==> src/hdl/id_detect_pkg.sv <==
package id_detect_pkg;

  localparam int unsigned CLK_HZ = 40_000_000;

  // debounce of the enable pin, in milliseconds
  localparam int unsigned DEBOUNCE_MS = 100;
  localparam int unsigned DEBOUNCE_CYCLES = CLK_HZ / 1000 * DEBOUNCE_MS;

  localparam logic [7:0] ADDR_IDENTITY  = 8'h00;
  localparam logic [7:0] ADDR_CTRL_ONE  = 8'h01;
  localparam logic [7:0] ADDR_STATUS    = 8'h02;
  localparam logic [7:0] ADDR_LATCHES   = 8'h03;
  localparam logic [7:0] ADDR_MASK      = 8'h04;
  localparam logic [7:0] ADDR_SRC_THR   = 8'h06;
  localparam logic [7:0] ADDR_SRC_TMR   = 8'h07;
  localparam logic [7:0] ADDR_CTRL_TWO  = 8'h08;
  localparam logic [7:0] ADDR_PASS_FET  = 8'h09;
  localparam logic [7:0] ADDR_ACC_THR   = 8'h0a;
  localparam logic [7:0] ADDR_RESULT    = 8'h0b;
  localparam logic [7:0] ADDR_FM_CUR    = 8'h0d;
  localparam logic [7:0] ADDR_FM_HI     = 8'h0e;
  localparam logic [7:0] ADDR_FM_LO     = 8'h0f;

  localparam logic [7:0] RST_CTRL_ONE = 8'h6a;
  localparam logic [7:0] RST_ZERO     = 8'h00;
  localparam logic [7:0] RST_MASK     = 8'hff;
  localparam logic [7:0] RST_SRC_THR  = 8'h03;
  localparam logic [7:0] RST_SRC_TMR  = 8'h13;
  localparam logic [7:0] RST_CTRL_TWO = 8'h0c;
  localparam logic [7:0] RST_ACC_THR  = 8'h6e;
  localparam logic [7:0] RST_FM_CUR   = 8'h02;
  localparam logic [7:0] RST_FM_HI    = 8'haf;
  localparam logic [7:0] RST_FM_LO    = 8'h82;

  // control one fields
  localparam int unsigned C1_SRC_EN     = 6;
  localparam int unsigned C1_ZC_CHECK   = 5;
  localparam int unsigned C1_FM_OFF     = 1;
  localparam int unsigned C1_SLEEP      = 0;
  localparam logic [7:0]  C1_WR_MASK    = 8'h63;

  // status, latch and mask bit positions (shared layout)
  localparam int unsigned B_BIAS   = 7;
  localparam int unsigned B_ZC     = 6;
  localparam int unsigned B_CONV   = 5;
  localparam int unsigned B_TIMER  = 4;
  localparam int unsigned B_ACC    = 3;
  localparam int unsigned B_THERM  = 2;
  localparam int unsigned B_OVLO   = 1;
  localparam int unsigned B_ENPIN  = 0;

  // pass-fet control fields
  localparam int unsigned PF_READY  = 3;
  localparam int unsigned PF_ENABLE = 1;
  localparam int unsigned PF_MANUAL = 0;
  localparam logic [7:0]  PF_WR_MASK = 8'h03;

  localparam logic [7:0]  SRC_THR_WR_MASK = 8'h07;
  localparam logic [7:0]  SRC_TMR_WR_MASK = 8'h3f;
  localparam logic [7:0]  CTRL_TWO_WR_MASK = 8'h0f;
  localparam logic [7:0]  FM_CUR_WR_MASK  = 8'h07;

  // analog front-end indications, sampled each clock
  typedef struct packed {
    logic       bias_present;
    logic       zero_cross_seen;
    logic       conv_done;
    logic       period_timer_expired;
    logic       accessory;
    logic       thermal;
    logic       id_overvoltage;
    logic       fm_ready;
    logic [7:0] conv_result;
  } analog_in_t;

  // register port as seen from the serial interface
  typedef struct packed {
    logic       wr;
    logic       rd;
    logic [7:0] addr;
    logic [7:0] wdata;
  } reg_req_t;

endpackage

==> src/hdl/event_latch.sv <==
module event_latch (
  input  wire logic i_clk,
  input  wire logic i_rst,
  input  wire logic i_level,
  input  wire logic i_clear,
  output logic      o_flag
);

  logic level_reg;

  always_ff @(posedge i_clk) begin
    if (i_rst) begin
      level_reg <= 1'b0;
    end else begin
      level_reg <= i_level;
    end
  end

  // rising edge sets; set beats a clear in the same cycle
  always_ff @(posedge i_clk) begin
    if (i_rst) begin
      o_flag <= 1'b0;
    end else if (i_level && !level_reg) begin
      o_flag <= 1'b1;
    end else if (i_clear) begin
      o_flag <= 1'b0;
    end
  end

endmodule

==> src/hdl/id_detector_status_regs.sv <==
// Notes on behaviour
// - conversion-done status is one if a new result arrived since last read.
// - zero-cross status reports a crossing; valid only with check enable set.
// - factory mode: bias status is one while ID is above the bias threshold.
// - timer status is one once the programmed period has expired.
// - overvoltage status is one while the ID pin is in overvoltage.
// - enable-pin status is one when the active-low pin is low.
// - bias rise latches an event bit; reading the latch register clears them.
// - zero-cross event sets its latch, held until the latch register is read.
// - end of conversion sets its latch, held until the latch register is read.
// - with the manual bit clear, factory mode drives the open-drain pass-fet output when ready and biased.
// - active only with pin low and sleep clear; detect after 100 ms debounce.
// - shutdown returns every register to its default; control one only while the pin is high, not on sleep.
// - a mask bit of one keeps its latched event off the interrupt pin; zero lets it through.
module id_detector_status_regs
  import id_detect_pkg::*;
#(
  parameter int unsigned DEBOUNCE_LEN = DEBOUNCE_CYCLES,
  parameter logic [7:0]  IDENTITY     = 8'h5a  // arbitrary value
) (
  input  wire logic                    i_clk,
  input  wire logic                    i_rst,
  input  wire logic                    i_enable_n,
  input  wire id_detect_pkg::analog_in_t i_analog,
  input  wire id_detect_pkg::reg_req_t i_req,
  output logic [7:0]                   o_rdata,
  output logic                         o_int_n_oe,
  output logic                         o_int_n_out,
  output logic                         o_pass_fet_drive_oe,
  output logic                         o_pass_fet_drive_out,
  output logic                         o_detect_active,
  output logic                         o_shutdown
);

  ////////////////////////////////////////////////////////////////////////////
  logic [7:0]  ctrl_one_reg;
  logic [7:0]  mask_reg;
  logic [7:0]  src_thr_reg;
  logic [7:0]  src_tmr_reg;
  logic [7:0]  ctrl_two_reg;
  logic [7:0]  pass_fet_reg;
  logic [7:0]  acc_thr_reg;
  logic [7:0]  result_reg;
  logic [7:0]  fm_cur_reg;
  logic [7:0]  fm_hi_reg;
  logic [7:0]  fm_lo_reg;
  logic        conv_pending_reg;
  logic [31:0] debounce_reg;
  logic        debounced_reg;
  logic [7:0]  live_status;
  logic [7:0]  latches;
  logic [7:0]  sources;
  logic        shutdown;
  logic        factory_mode;
  logic        rd_status;
  logic        rd_latches;
  logic        clr_rst;

  ////////////////////////////////////////////////////////////////////////////
  // shutdown: pin high or sleep requested
  assign shutdown = i_enable_n || ctrl_one_reg[C1_SLEEP];
  // registers fall back to defaults for as long as the part is shut down
  assign clr_rst  = i_rst || shutdown;
  assign o_shutdown = shutdown;

  assign factory_mode = !ctrl_one_reg[C1_FM_OFF] && !shutdown;
  assign rd_status  = i_req.rd && (i_req.addr == ADDR_STATUS);
  assign rd_latches = i_req.rd && (i_req.addr == ADDR_LATCHES);

  ////////////////////////////////////////////////////////////////////////////
  // enable pin debounce
  always_ff @(posedge i_clk) begin
    if (i_rst || i_enable_n) begin
      debounce_reg  <= '0;
      debounced_reg <= 1'b0;
    end else if (debounce_reg >= DEBOUNCE_LEN - 1) begin
      debounced_reg <= 1'b1;
    end else begin
      debounce_reg <= debounce_reg + 32'h0000_0001;
    end
  end

  // gated by the live pin too, so a pin release drops detection at once
  assign o_detect_active = debounced_reg && !shutdown;

  ////////////////////////////////////////////////////////////////////////////
  // writable registers; the sleep bit itself survives the shutdown it causes
  always_ff @(posedge i_clk) begin
    if (i_rst) begin
      ctrl_one_reg <= RST_CTRL_ONE;
    end else if (i_req.wr && i_req.addr == ADDR_CTRL_ONE) begin
      ctrl_one_reg <= i_req.wdata & C1_WR_MASK;
    end else if (i_enable_n) begin
      ctrl_one_reg <= RST_CTRL_ONE;
    end
  end

  always_ff @(posedge i_clk) begin
    if (clr_rst) begin
      mask_reg     <= RST_MASK;
      src_thr_reg  <= RST_SRC_THR;
      src_tmr_reg  <= RST_SRC_TMR;
      ctrl_two_reg <= RST_CTRL_TWO;
      pass_fet_reg <= RST_ZERO;
      acc_thr_reg  <= RST_ACC_THR;
      fm_cur_reg   <= RST_FM_CUR;
      fm_hi_reg    <= RST_FM_HI;
      fm_lo_reg    <= RST_FM_LO;
    end else if (i_req.wr) begin
      if (i_req.addr == ADDR_MASK) begin
        mask_reg <= i_req.wdata;
      end else if (i_req.addr == ADDR_SRC_THR) begin
        src_thr_reg <= i_req.wdata & SRC_THR_WR_MASK;
      end else if (i_req.addr == ADDR_SRC_TMR) begin
        src_tmr_reg <= i_req.wdata & SRC_TMR_WR_MASK;
      end else if (i_req.addr == ADDR_CTRL_TWO) begin
        ctrl_two_reg <= i_req.wdata & CTRL_TWO_WR_MASK;
      end else if (i_req.addr == ADDR_PASS_FET) begin
        pass_fet_reg <= i_req.wdata & PF_WR_MASK;
      end else if (i_req.addr == ADDR_ACC_THR) begin
        acc_thr_reg <= i_req.wdata;
      end else if (i_req.addr == ADDR_FM_CUR) begin
        fm_cur_reg <= i_req.wdata & FM_CUR_WR_MASK;
      end else if (i_req.addr == ADDR_FM_HI) begin
        fm_hi_reg <= i_req.wdata;
      end else if (i_req.addr == ADDR_FM_LO) begin
        fm_lo_reg <= i_req.wdata;
      end
    end
  end

  ////////////////////////////////////////////////////////////////////////////
  // conversion result and its pending flag
  always_ff @(posedge i_clk) begin
    if (clr_rst) begin
      result_reg <= RST_ZERO;
    end else if (i_analog.conv_done) begin
      result_reg <= i_analog.conv_result;
    end
  end

  // a new conversion in the read cycle stays pending
  always_ff @(posedge i_clk) begin
    if (clr_rst) begin
      conv_pending_reg <= 1'b0;
    end else if (i_analog.conv_done) begin
      conv_pending_reg <= 1'b1;
    end else if (rd_status) begin
      conv_pending_reg <= 1'b0;
    end
  end

  ////////////////////////////////////////////////////////////////////////////
  // live status
  always_comb begin
    live_status          = 8'h00;
    live_status[B_BIAS]  = factory_mode && i_analog.bias_present;
    // only reported while the check is enabled
    live_status[B_ZC]    = ctrl_one_reg[C1_ZC_CHECK]
                           && i_analog.zero_cross_seen;
    live_status[B_CONV]  = conv_pending_reg;
    live_status[B_TIMER] = i_analog.period_timer_expired;
    live_status[B_ACC]   = i_analog.accessory;
    live_status[B_THERM] = i_analog.thermal;
    live_status[B_OVLO]  = i_analog.id_overvoltage;
    live_status[B_ENPIN] = !i_enable_n;
  end

  // latch sources: levels whose rising edge is an event
  always_comb begin
    sources          = live_status;
    sources[B_CONV]  = i_analog.conv_done;
  end

  ////////////////////////////////////////////////////////////////////////////
  // event latches, cleared by reading the latch register
  for (genvar g = 0; g < 8; g++) begin : g_latch
    event_latch u_latch (
      .i_clk   (i_clk),
      .i_rst   (clr_rst),
      .i_level (sources[g]),
      .i_clear (rd_latches),
      .o_flag  (latches[g])
    );
  end

  ////////////////////////////////////////////////////////////////////////////
  // interrupt pin: open drain, driven low while any unmasked latch is set
  assign o_int_n_out = 1'b0;
  assign o_int_n_oe  = |(latches & ~mask_reg);

  // pass-fet: manual bit selects software control, else factory readiness
  always_ff @(posedge i_clk) begin
    if (clr_rst) begin
      o_pass_fet_drive_oe <= 1'b0;
    end else if (pass_fet_reg[PF_MANUAL]) begin
      o_pass_fet_drive_oe <= pass_fet_reg[PF_ENABLE];
    end else begin
      o_pass_fet_drive_oe <= factory_mode && i_analog.fm_ready
                             && i_analog.bias_present;
    end
  end
  assign o_pass_fet_drive_out = 1'b0;

  ////////////////////////////////////////////////////////////////////////////
  // read data, registered
  always_ff @(posedge i_clk) begin
    if (i_rst) begin
      o_rdata <= RST_ZERO;
    end else if (i_req.rd) begin
      if (i_req.addr == ADDR_IDENTITY) begin
        o_rdata <= IDENTITY;
      end else if (i_req.addr == ADDR_CTRL_ONE) begin
        o_rdata <= ctrl_one_reg;
      end else if (i_req.addr == ADDR_STATUS) begin
        o_rdata <= live_status;
      end else if (i_req.addr == ADDR_LATCHES) begin
        o_rdata <= latches;
      end else if (i_req.addr == ADDR_MASK) begin
        o_rdata <= mask_reg;
      end else if (i_req.addr == ADDR_SRC_THR) begin
        o_rdata <= src_thr_reg;
      end else if (i_req.addr == ADDR_SRC_TMR) begin
        o_rdata <= src_tmr_reg;
      end else if (i_req.addr == ADDR_CTRL_TWO) begin
        o_rdata <= ctrl_two_reg;
      end else if (i_req.addr == ADDR_PASS_FET) begin
        o_rdata <= pass_fet_reg | ({7'h00, i_analog.fm_ready} << PF_READY);
      end else if (i_req.addr == ADDR_ACC_THR) begin
        o_rdata <= acc_thr_reg;
      end else if (i_req.addr == ADDR_RESULT) begin
        o_rdata <= result_reg;
      end else if (i_req.addr == ADDR_FM_CUR) begin
        o_rdata <= fm_cur_reg;
      end else if (i_req.addr == ADDR_FM_HI) begin
        o_rdata <= fm_hi_reg;
      end else if (i_req.addr == ADDR_FM_LO) begin
        o_rdata <= fm_lo_reg;
      end else begin
        o_rdata <= RST_ZERO;
      end
    end
  end

endmodule

==> config.mk <==
export PLATFORM = sky130hd
export DESIGN_NAME = id_detector_status_regs
export DESIGN_NICKNAME = d
export VERILOG_FILES = /design/src/hdl/id_detect_pkg.sv /design/src/hdl/event_latch.sv /design/src/hdl/id_detector_status_regs.sv
export SDC_FILE = /design/constraint.sdc
export NUM_CORES = 1
export LEC_CHECK = 0
export ABC_CLOCK_PERIOD_IN_PS = 1800
export BUFFER_PORTS_ARGS = -buffer_cell sky130_fd_sc_hd__clkbuf_2
export CAP_MARGIN = 30
export CORE_UTILIZATION = 54
export DETAILED_ROUTE_END_ITERATION = 10
export HOLD_SLACK_MARGIN = 0.03
export PLACE_DENSITY = 0.84
export SLEW_MARGIN = 40
export SYNTH_ARGS = -nofsm -noshare
export SYNTH_HDL_FRONTEND = slang
export SYNTH_SLANG_ARGS = --single-unit
==> constraint.sdc <==
create_clock -name i_clk -period 1.8 [get_ports i_clk]
set_input_delay 0.09 -clock i_clk [delete_from_list [all_inputs] [get_ports i_clk]]
set_output_delay 0.09 -clock i_clk [all_outputs]
set_load 0.005 [all_outputs]
==> summary.txt, run 1 <==
Setup path
  • Setup crit end kind: flop
  • R2R cell count: 6
  • CP Max Fanout: 16
  • Worst setup SP type: flop
  • Worst R2R Start: debounce_reg[10]
  • FF-to-FF End: debounce_reg[19]
  • CP Data Required Time: 2.26 ns
  • R2r setup slk: -0.06 ns
  • Worst setup path class: reg2reg
  • Critical path arrival: 2.32 ns

Global route
  • Antenna violations before repair: 0
  • Largest net degree at the start of global routing: 35
  • First-pass GRT wire length: 28,000 um
  • Residual overflow from global routing: 0
  • GRT Total Usage: 33.0%
  • Vias in the first global route: 5,552

Timing
  • Final Cycle Share: 103%
  • Fin. Hold Viols: 0
  • Setup WS post-layout: -0.0628 ns
  • Minimum clock period: 1.86 ns
  • Slew HR: 52.1%
  • Final setup fails: 10
  • Worst hold slack: 0.0646 ns
  • Worst slew pin tran: 0.715 ns
  • Peak Freq: 0.537 GHz
  • RSZ-0062 raised after global routing: yes
  • Slew Viols, Final: 0
  • Final clock skew: 0.00931 ns

Clocking
  • TritonCTS clock tree: yes
  • Clock transition at path regs: 0.06 ns
  • Worst-Skew Late Latency: 0.54 ns
  • CTS sink count: 122
  • CTS Buffer Depth: 2
  • CTS Buf Count: 17
  • Max H-tree Level: 4
  • Root Buffer: clkbuf_8

Detailed routing
  • Post-Route WL: 17,300 um
  • Antenna Violating Nets Remaining: 0
  • DRC viols: 0
  • Total number of vias: 5,562
  • Wire per inst: 18.8 um
  • Vias/cell: 6.05
  • DRT iter0 DRCs: 490
  • DRT Pass-1 Iters: 5

Synth
  • Average cell area after synthesis: 8.54 um2
  • Synth Instances: 673
  • Primary FF master, synth: dfxtp_1
  • EDFF count, synth: 0
  • Synth top cells by count: dfxtp_1, nand2_1, nor2_1
  • Post-synthesis sequential area ratio: 42.5%
  • Synth area leader: dfxtp_1
  • Number of synthesis warnings: 0
  • Yosys top cell area share: 42.5%
  • Top post-synthesis cells by area: dfxtp_1, mux2i_1, nand2_1
  • Count leader, synth: dfxtp_1
  • Synth Register Bits: 122
  • Asr flop ratio synth: 0%
  • Cell Area, Synth: 5750 um2
  • Yosys cell types: 65

Hold path
  • Hold Crit Depth: 3
  • Hold EP: result_reg[0]
  • Hold WC Path Type: in2reg
  • HP Start: i_analog[13]

Floorplan
  • Row count: 37
  • Initial Util: 55.7%
  • Die Ht: 105 um
  • Core ar.: 10,300 um2
  • Die Footprint: 11,100 um2
  • I/O Pins: 51
  • Die Wd: 105 um

Pwr
  • Peak VDD IR: 0.000696 V
  • Pwr dens: 894 nW/um2
  • P_leak: 0.00284 uW

Run
  • Max-cap check violation count: 0

Final layout
  • N_diodes: 0
  • Max reg flops: 32
  • Syn-to-layout area delta: 28.1%
  • Share of cells above drive strength 1: 22.7%
  • Final #Nets: 809
  • Final core occ: 71.3%

Placement
  • Pre-CTS WS: -0.0939 ns
  • Post-DP HPWL: 11,700 um
  • GPL Wtd Cong: 0.929
  • IO Port Bufs: 48

Outcome
  • Failing checks: negative setup slack
  • Outcome: complete, but fails checks
[through the flow]
stage | TNS [ns] | power [uW] | cells | area (um2)
final | -0.330 | 6590 | 920 | 7370
after detailed placement | -0.910 | 3230 | 859 | 6380
after global routing | -0.887 | 6770 | 920 | 7370
after floorplan | 0 | 3050 | 674 | 5750
after CTS | -0.0435 | 6590 | 918 | 7280
after global placement | -0.0180 | 3220 | 859 | 6380
[worst max path at each step]
stage	startpoint	end	slack [ns]	depth (start not counted)
finish	debounce_reg[10]	debounce_reg[19]	-0.06	6
global route	debounce_reg[25]	debounce_reg[9]	-0.13	5
CTS	debounce_reg[13]	debounce_reg[16]	-0.02	6
detailed placement	i_req[13]	o_rdata[0]	-0.09	6
global placement	i_req[13]	o_rdata[5]	-0.01	7
floorplan	debounce_reg[25]	debounce_reg[9]	0.06	5
[logic make-up after synthesis]
family | after synthesis | share of synthesized area [%]
muxes | 50 | 9.38
AOI/OAI and AO/OA | 146 | 17.3
buffers and inverters | 73 | 5.46
DFF | 122 | 42.5
and+or+nand+nor | 280 | 25.1
adders and majority gates | 1 | 0.218
other | 1 | 0.0652
[area by class of cell]
cell class                      count  area (um2)
Clock buffer                       23         457
Inverter                           28         105
Clock inverter                      9         120
Tap cell                          136         170
Sequential cell                   122        2450
Fill cell                         757        2960
Multi-Input combinational cell    479        3120
Timing Repair Buffer              123         946
[placed cells by master (no fill, tap or decap), drive strengths merged, types with 3 or more instances in the layout]
master,count
mux4,3
buf,48
nor3,10
dlygate4sd3,27
a21oi,40
o21bai,4
nor2,59
o21a,3
dfxtp,122
bufinv,3
or4,12
a2111oi,3
nor2b,9
and3,6
o2bb2ai,3
nor4,9
inv,28
o31ai,13
a221oi,3
o211ai,7
a211oi,6
and2,19
nand4,11
or2,3
a31oi,5
nand3,29
a2bb2oi,3
o22ai,4
a22o,8
nand2,89
mux2i,46
nand2b,7
clkinv,6
or3,12
clkbuf,71
o21ai,26
[worst max-delay path, cell delays in order (launching register included)]
cell,delay [ns]
dfxtp_1,0.33
o31ai_2,0.27
and3_1,0.25
a211oi_4,0.10
buf_12,0.16
or4_4,0.52
a21oi_2,0.15
[routing by layer]
metal  vias to the layer above  part of all wire [%]  track usage, %
met4                         0                   3.8            18.3
met5                         -                     0               0
li1                       2608                     -               -
met2                       264                    48            53.2
met1                      2625                    41            39.3
met3                        65                   7.6            9.42
[power by group]
group	internal [uW]	total (uW)	leakage [uW]	switching, uW
Clock	2170	3350	0.000289	1190
Combinational	198	482	0.00156	284
Sequential	2730	2750	0.000991	19.9
Total	5100	6590	0.00284	1490
[what timing repair did]
action,in CTS,in global routing
hold endpoints to repair,66,0
hold buffers,27,0
endpoints found under the setup margin,13,17
pin swaps,13,6
gates resized for setup,13,21
setup buffers,0,2
Note: power is estimated with default switching activity, not from simulation.
==> inputs of run 2 (changes only) <==
--- a/config.mk
+++ b/config.mk
@@ -12,6 +12,7 @@
 export DETAILED_ROUTE_END_ITERATION = 10
 export HOLD_SLACK_MARGIN = 0.03
 export PLACE_DENSITY = 0.84
+export SKIP_CTS_REPAIR_TIMING = 1
 export SLEW_MARGIN = 40
 export SYNTH_ARGS = -nofsm -noshare
 export SYNTH_HDL_FRONTEND = slang
==> run 2 against run 1 <==
Against the previous run:
- the flow still finishes with violations (negative setup slack)
- critical path depth did not move
- die area did not move
- sequential share of layout area rose by 0.12 points
- count of clock-buffer cells in the layout did not move
- worst hold slack got worse by 0.027 ns
- highest routed layer unchanged
==> summary.txt, run 2 (synthesized netlist as in run 1, its figures left out) <==
Pwr
  • Clock network power share: 51.0%
  • P_leak: 0.00283 uW
  • Logic gate share of total power: 7.2%
  • Switch share: 22.6%
  • Peak VDD IR: 0.000687 V
  • Net Switching: 1490 uW
  • Part of the power in registers: 41.8%
  • Internal Power: 5090 uW
  • Pwr dens: 898 nW/um2

Final layout
  • Syn-to-layout area delta: 27.4%
  • Post-route cell area: 7330 um2
  • Commonest non-fill, non-tap cell in the layout: dfxtp_1
  • N_diodes: 0
  • Share of cells above drive strength 1: 22.2%
  • Final #Nets: 805
  • Max reg flops: 32
  • Final core occ: 71.0%
  • Commonest non-fill, non-tap cells in the layout: dfxtp_1, nand2_1, nor2_1
  • Layout fillers: 758

Floorplan
  • Row count: 37
  • Die Wd: 105 um
  • Die Ht: 105 um
  • Core ar.: 10,300 um2
  • I/O Pins: 51
  • Die Footprint: 11,100 um2
  • Initial Util: 55.7%

Detailed routing
  • Vias/cell: 6.06
  • DRC viols: 0
  • Antenna Violating Nets Remaining: 0
  • Post-Route WL: 17,200 um
  • DRT iter0 DRCs: 483
  • DRT Pass-1 Iters: 8
  • Total number of vias: 5,547
  • Wire per inst: 18.7 um

Setup path
  • CP max stage cell: or4_4
  • Cells along the critical path: o31ai_2 -> and3_1 -> a211oi_4 -> buf_12 -> or4_4 -> a21oi_2
  • CP Data Required Time: 2.27 ns
  • Setup crit end: debounce_reg[10]
  • FF-to-FF End: debounce_reg[10]
  • Critical path arrival: 2.33 ns
  • Beginning of the critical path: debounce_reg[10]
  • Worst setup SP type: flop
  • R2R cell count: 6
  • CP Max Fanout: 25
  • Worst R2R Start: debounce_reg[10]
  • R2r setup slk: -0.06 ns
  • Setup crit end kind: flop
  • CP max stage delay: 0.52 ns
  • Worst setup path class: reg2reg

Global route
  • GRT Total Usage: 32.0%
  • Residual overflow from global routing: 0
  • Largest net degree at the start of global routing: 35
  • First-pass GRT wire length: 27,200 um
  • Antenna violations before repair: 0
  • Vias in the first global route: 5,405

Placement
  • GPL Wtd Cong: 0.929
  • IO Port Bufs: 48
  • Post-Place Cell Area: 6380 um2
  • Post-DP HPWL: 11,700 um

Clocking
  • CTS sink count: 122
  • TritonCTS clock tree: yes
  • Root Buffer: clkbuf_8
  • Max H-tree Level: 4
  • Clock transition at path regs: 0.06 ns
  • Worst-Skew Late Latency: 0.54 ns
  • CTS Buf Count: 17
  • CTS Buffer Depth: 2

Timing
  • Slew Viols, Final: 0
  • Worst slew pin tran: 0.758 ns
  • Peak Freq: 0.538 GHz
  • RSZ-0062 raised after global routing: yes
  • Slew HR: 49.2%
  • Final setup fails: 10
  • Setup WS post-layout: -0.0584 ns
  • Minimum clock period: 1.86 ns
  • Worst hold slack: 0.0373 ns
  • Fin. Hold Viols: 0
  • Setup TNS: -0.377 ns
  • Final clock skew: 0.00864 ns
  • Final Cycle Share: 103%

Hold path
  • HP Start: i_req[17]
  • Hold Crit Depth: 3
  • Hold WC Path Type: in2reg

Run
  • Max-cap check violation count: 0

Outcome
  • Outcome: complete, but fails checks
  • Failing checks: negative setup slack
run 2: area by class of cell:
class                   count  area (um2)  share of cell area [%]
clock buffers              23         457                    6.23
clock inverters             9         120                    1.64
inverters                  28         105                    1.43
multi-input cells         479        3120                    42.6
flip-flops and latches    122        2440                    33.4
well taps                 136         170                    2.32
repair buffers            119         912                    12.4
run 2: power by group through the flow:
stage / combinational [uW] / sequential, uW / clock [uW]
after floorplan: 246 / 2800 / 0
after global placement: 412 / 2810 / 0
after global routing: 506 / 2750 / 3510
after detailed placement: 420 / 2810 / 0
final: 475 / 2750 / 3360
after CTS: 423 / 2750 / 3370
run 2: metrics by stage:
step | power (uW) | cells | worst slack, ns
detailed placement | 3230 | 859 | -0.0939
finish | 6580 | 916 | -0.0584
global placement | 3220 | 859 | -0.0115
floorplan | 3050 | 674 | 0.0566
global route | 6770 | 916 | -0.110
CTS | 6540 | 891 | -0.127
run 2: critical path, delay by kind of cell, from the launching register on:
kind | cells | cell delay (ns)
and+or+nand+nor | 2 | 0.76
DFF | 1 | 0.33
AOI/OAI and AO/OA | 3 | 0.53
buffers and inverters | 1 | 0.17
run 2: routing by layer:
layer  part of all wire, %  global-route usage [%]
met3                   7.8                    8.67
met5                     0                       0
met4                   3.9                    18.0
met2                    47                    50.9
met1                    41                    38.9
run 2: worst min path at each step:
stage,end
3_5_place_dp,result_reg[3]
3_3_place_gp,result_reg[7]
6_report,ctrl_two_reg[1]
5_1_grt,ctrl_two_reg[1]
2_1_floorplan,acc_thr_reg[3]
4_1_cts,result_reg[0]
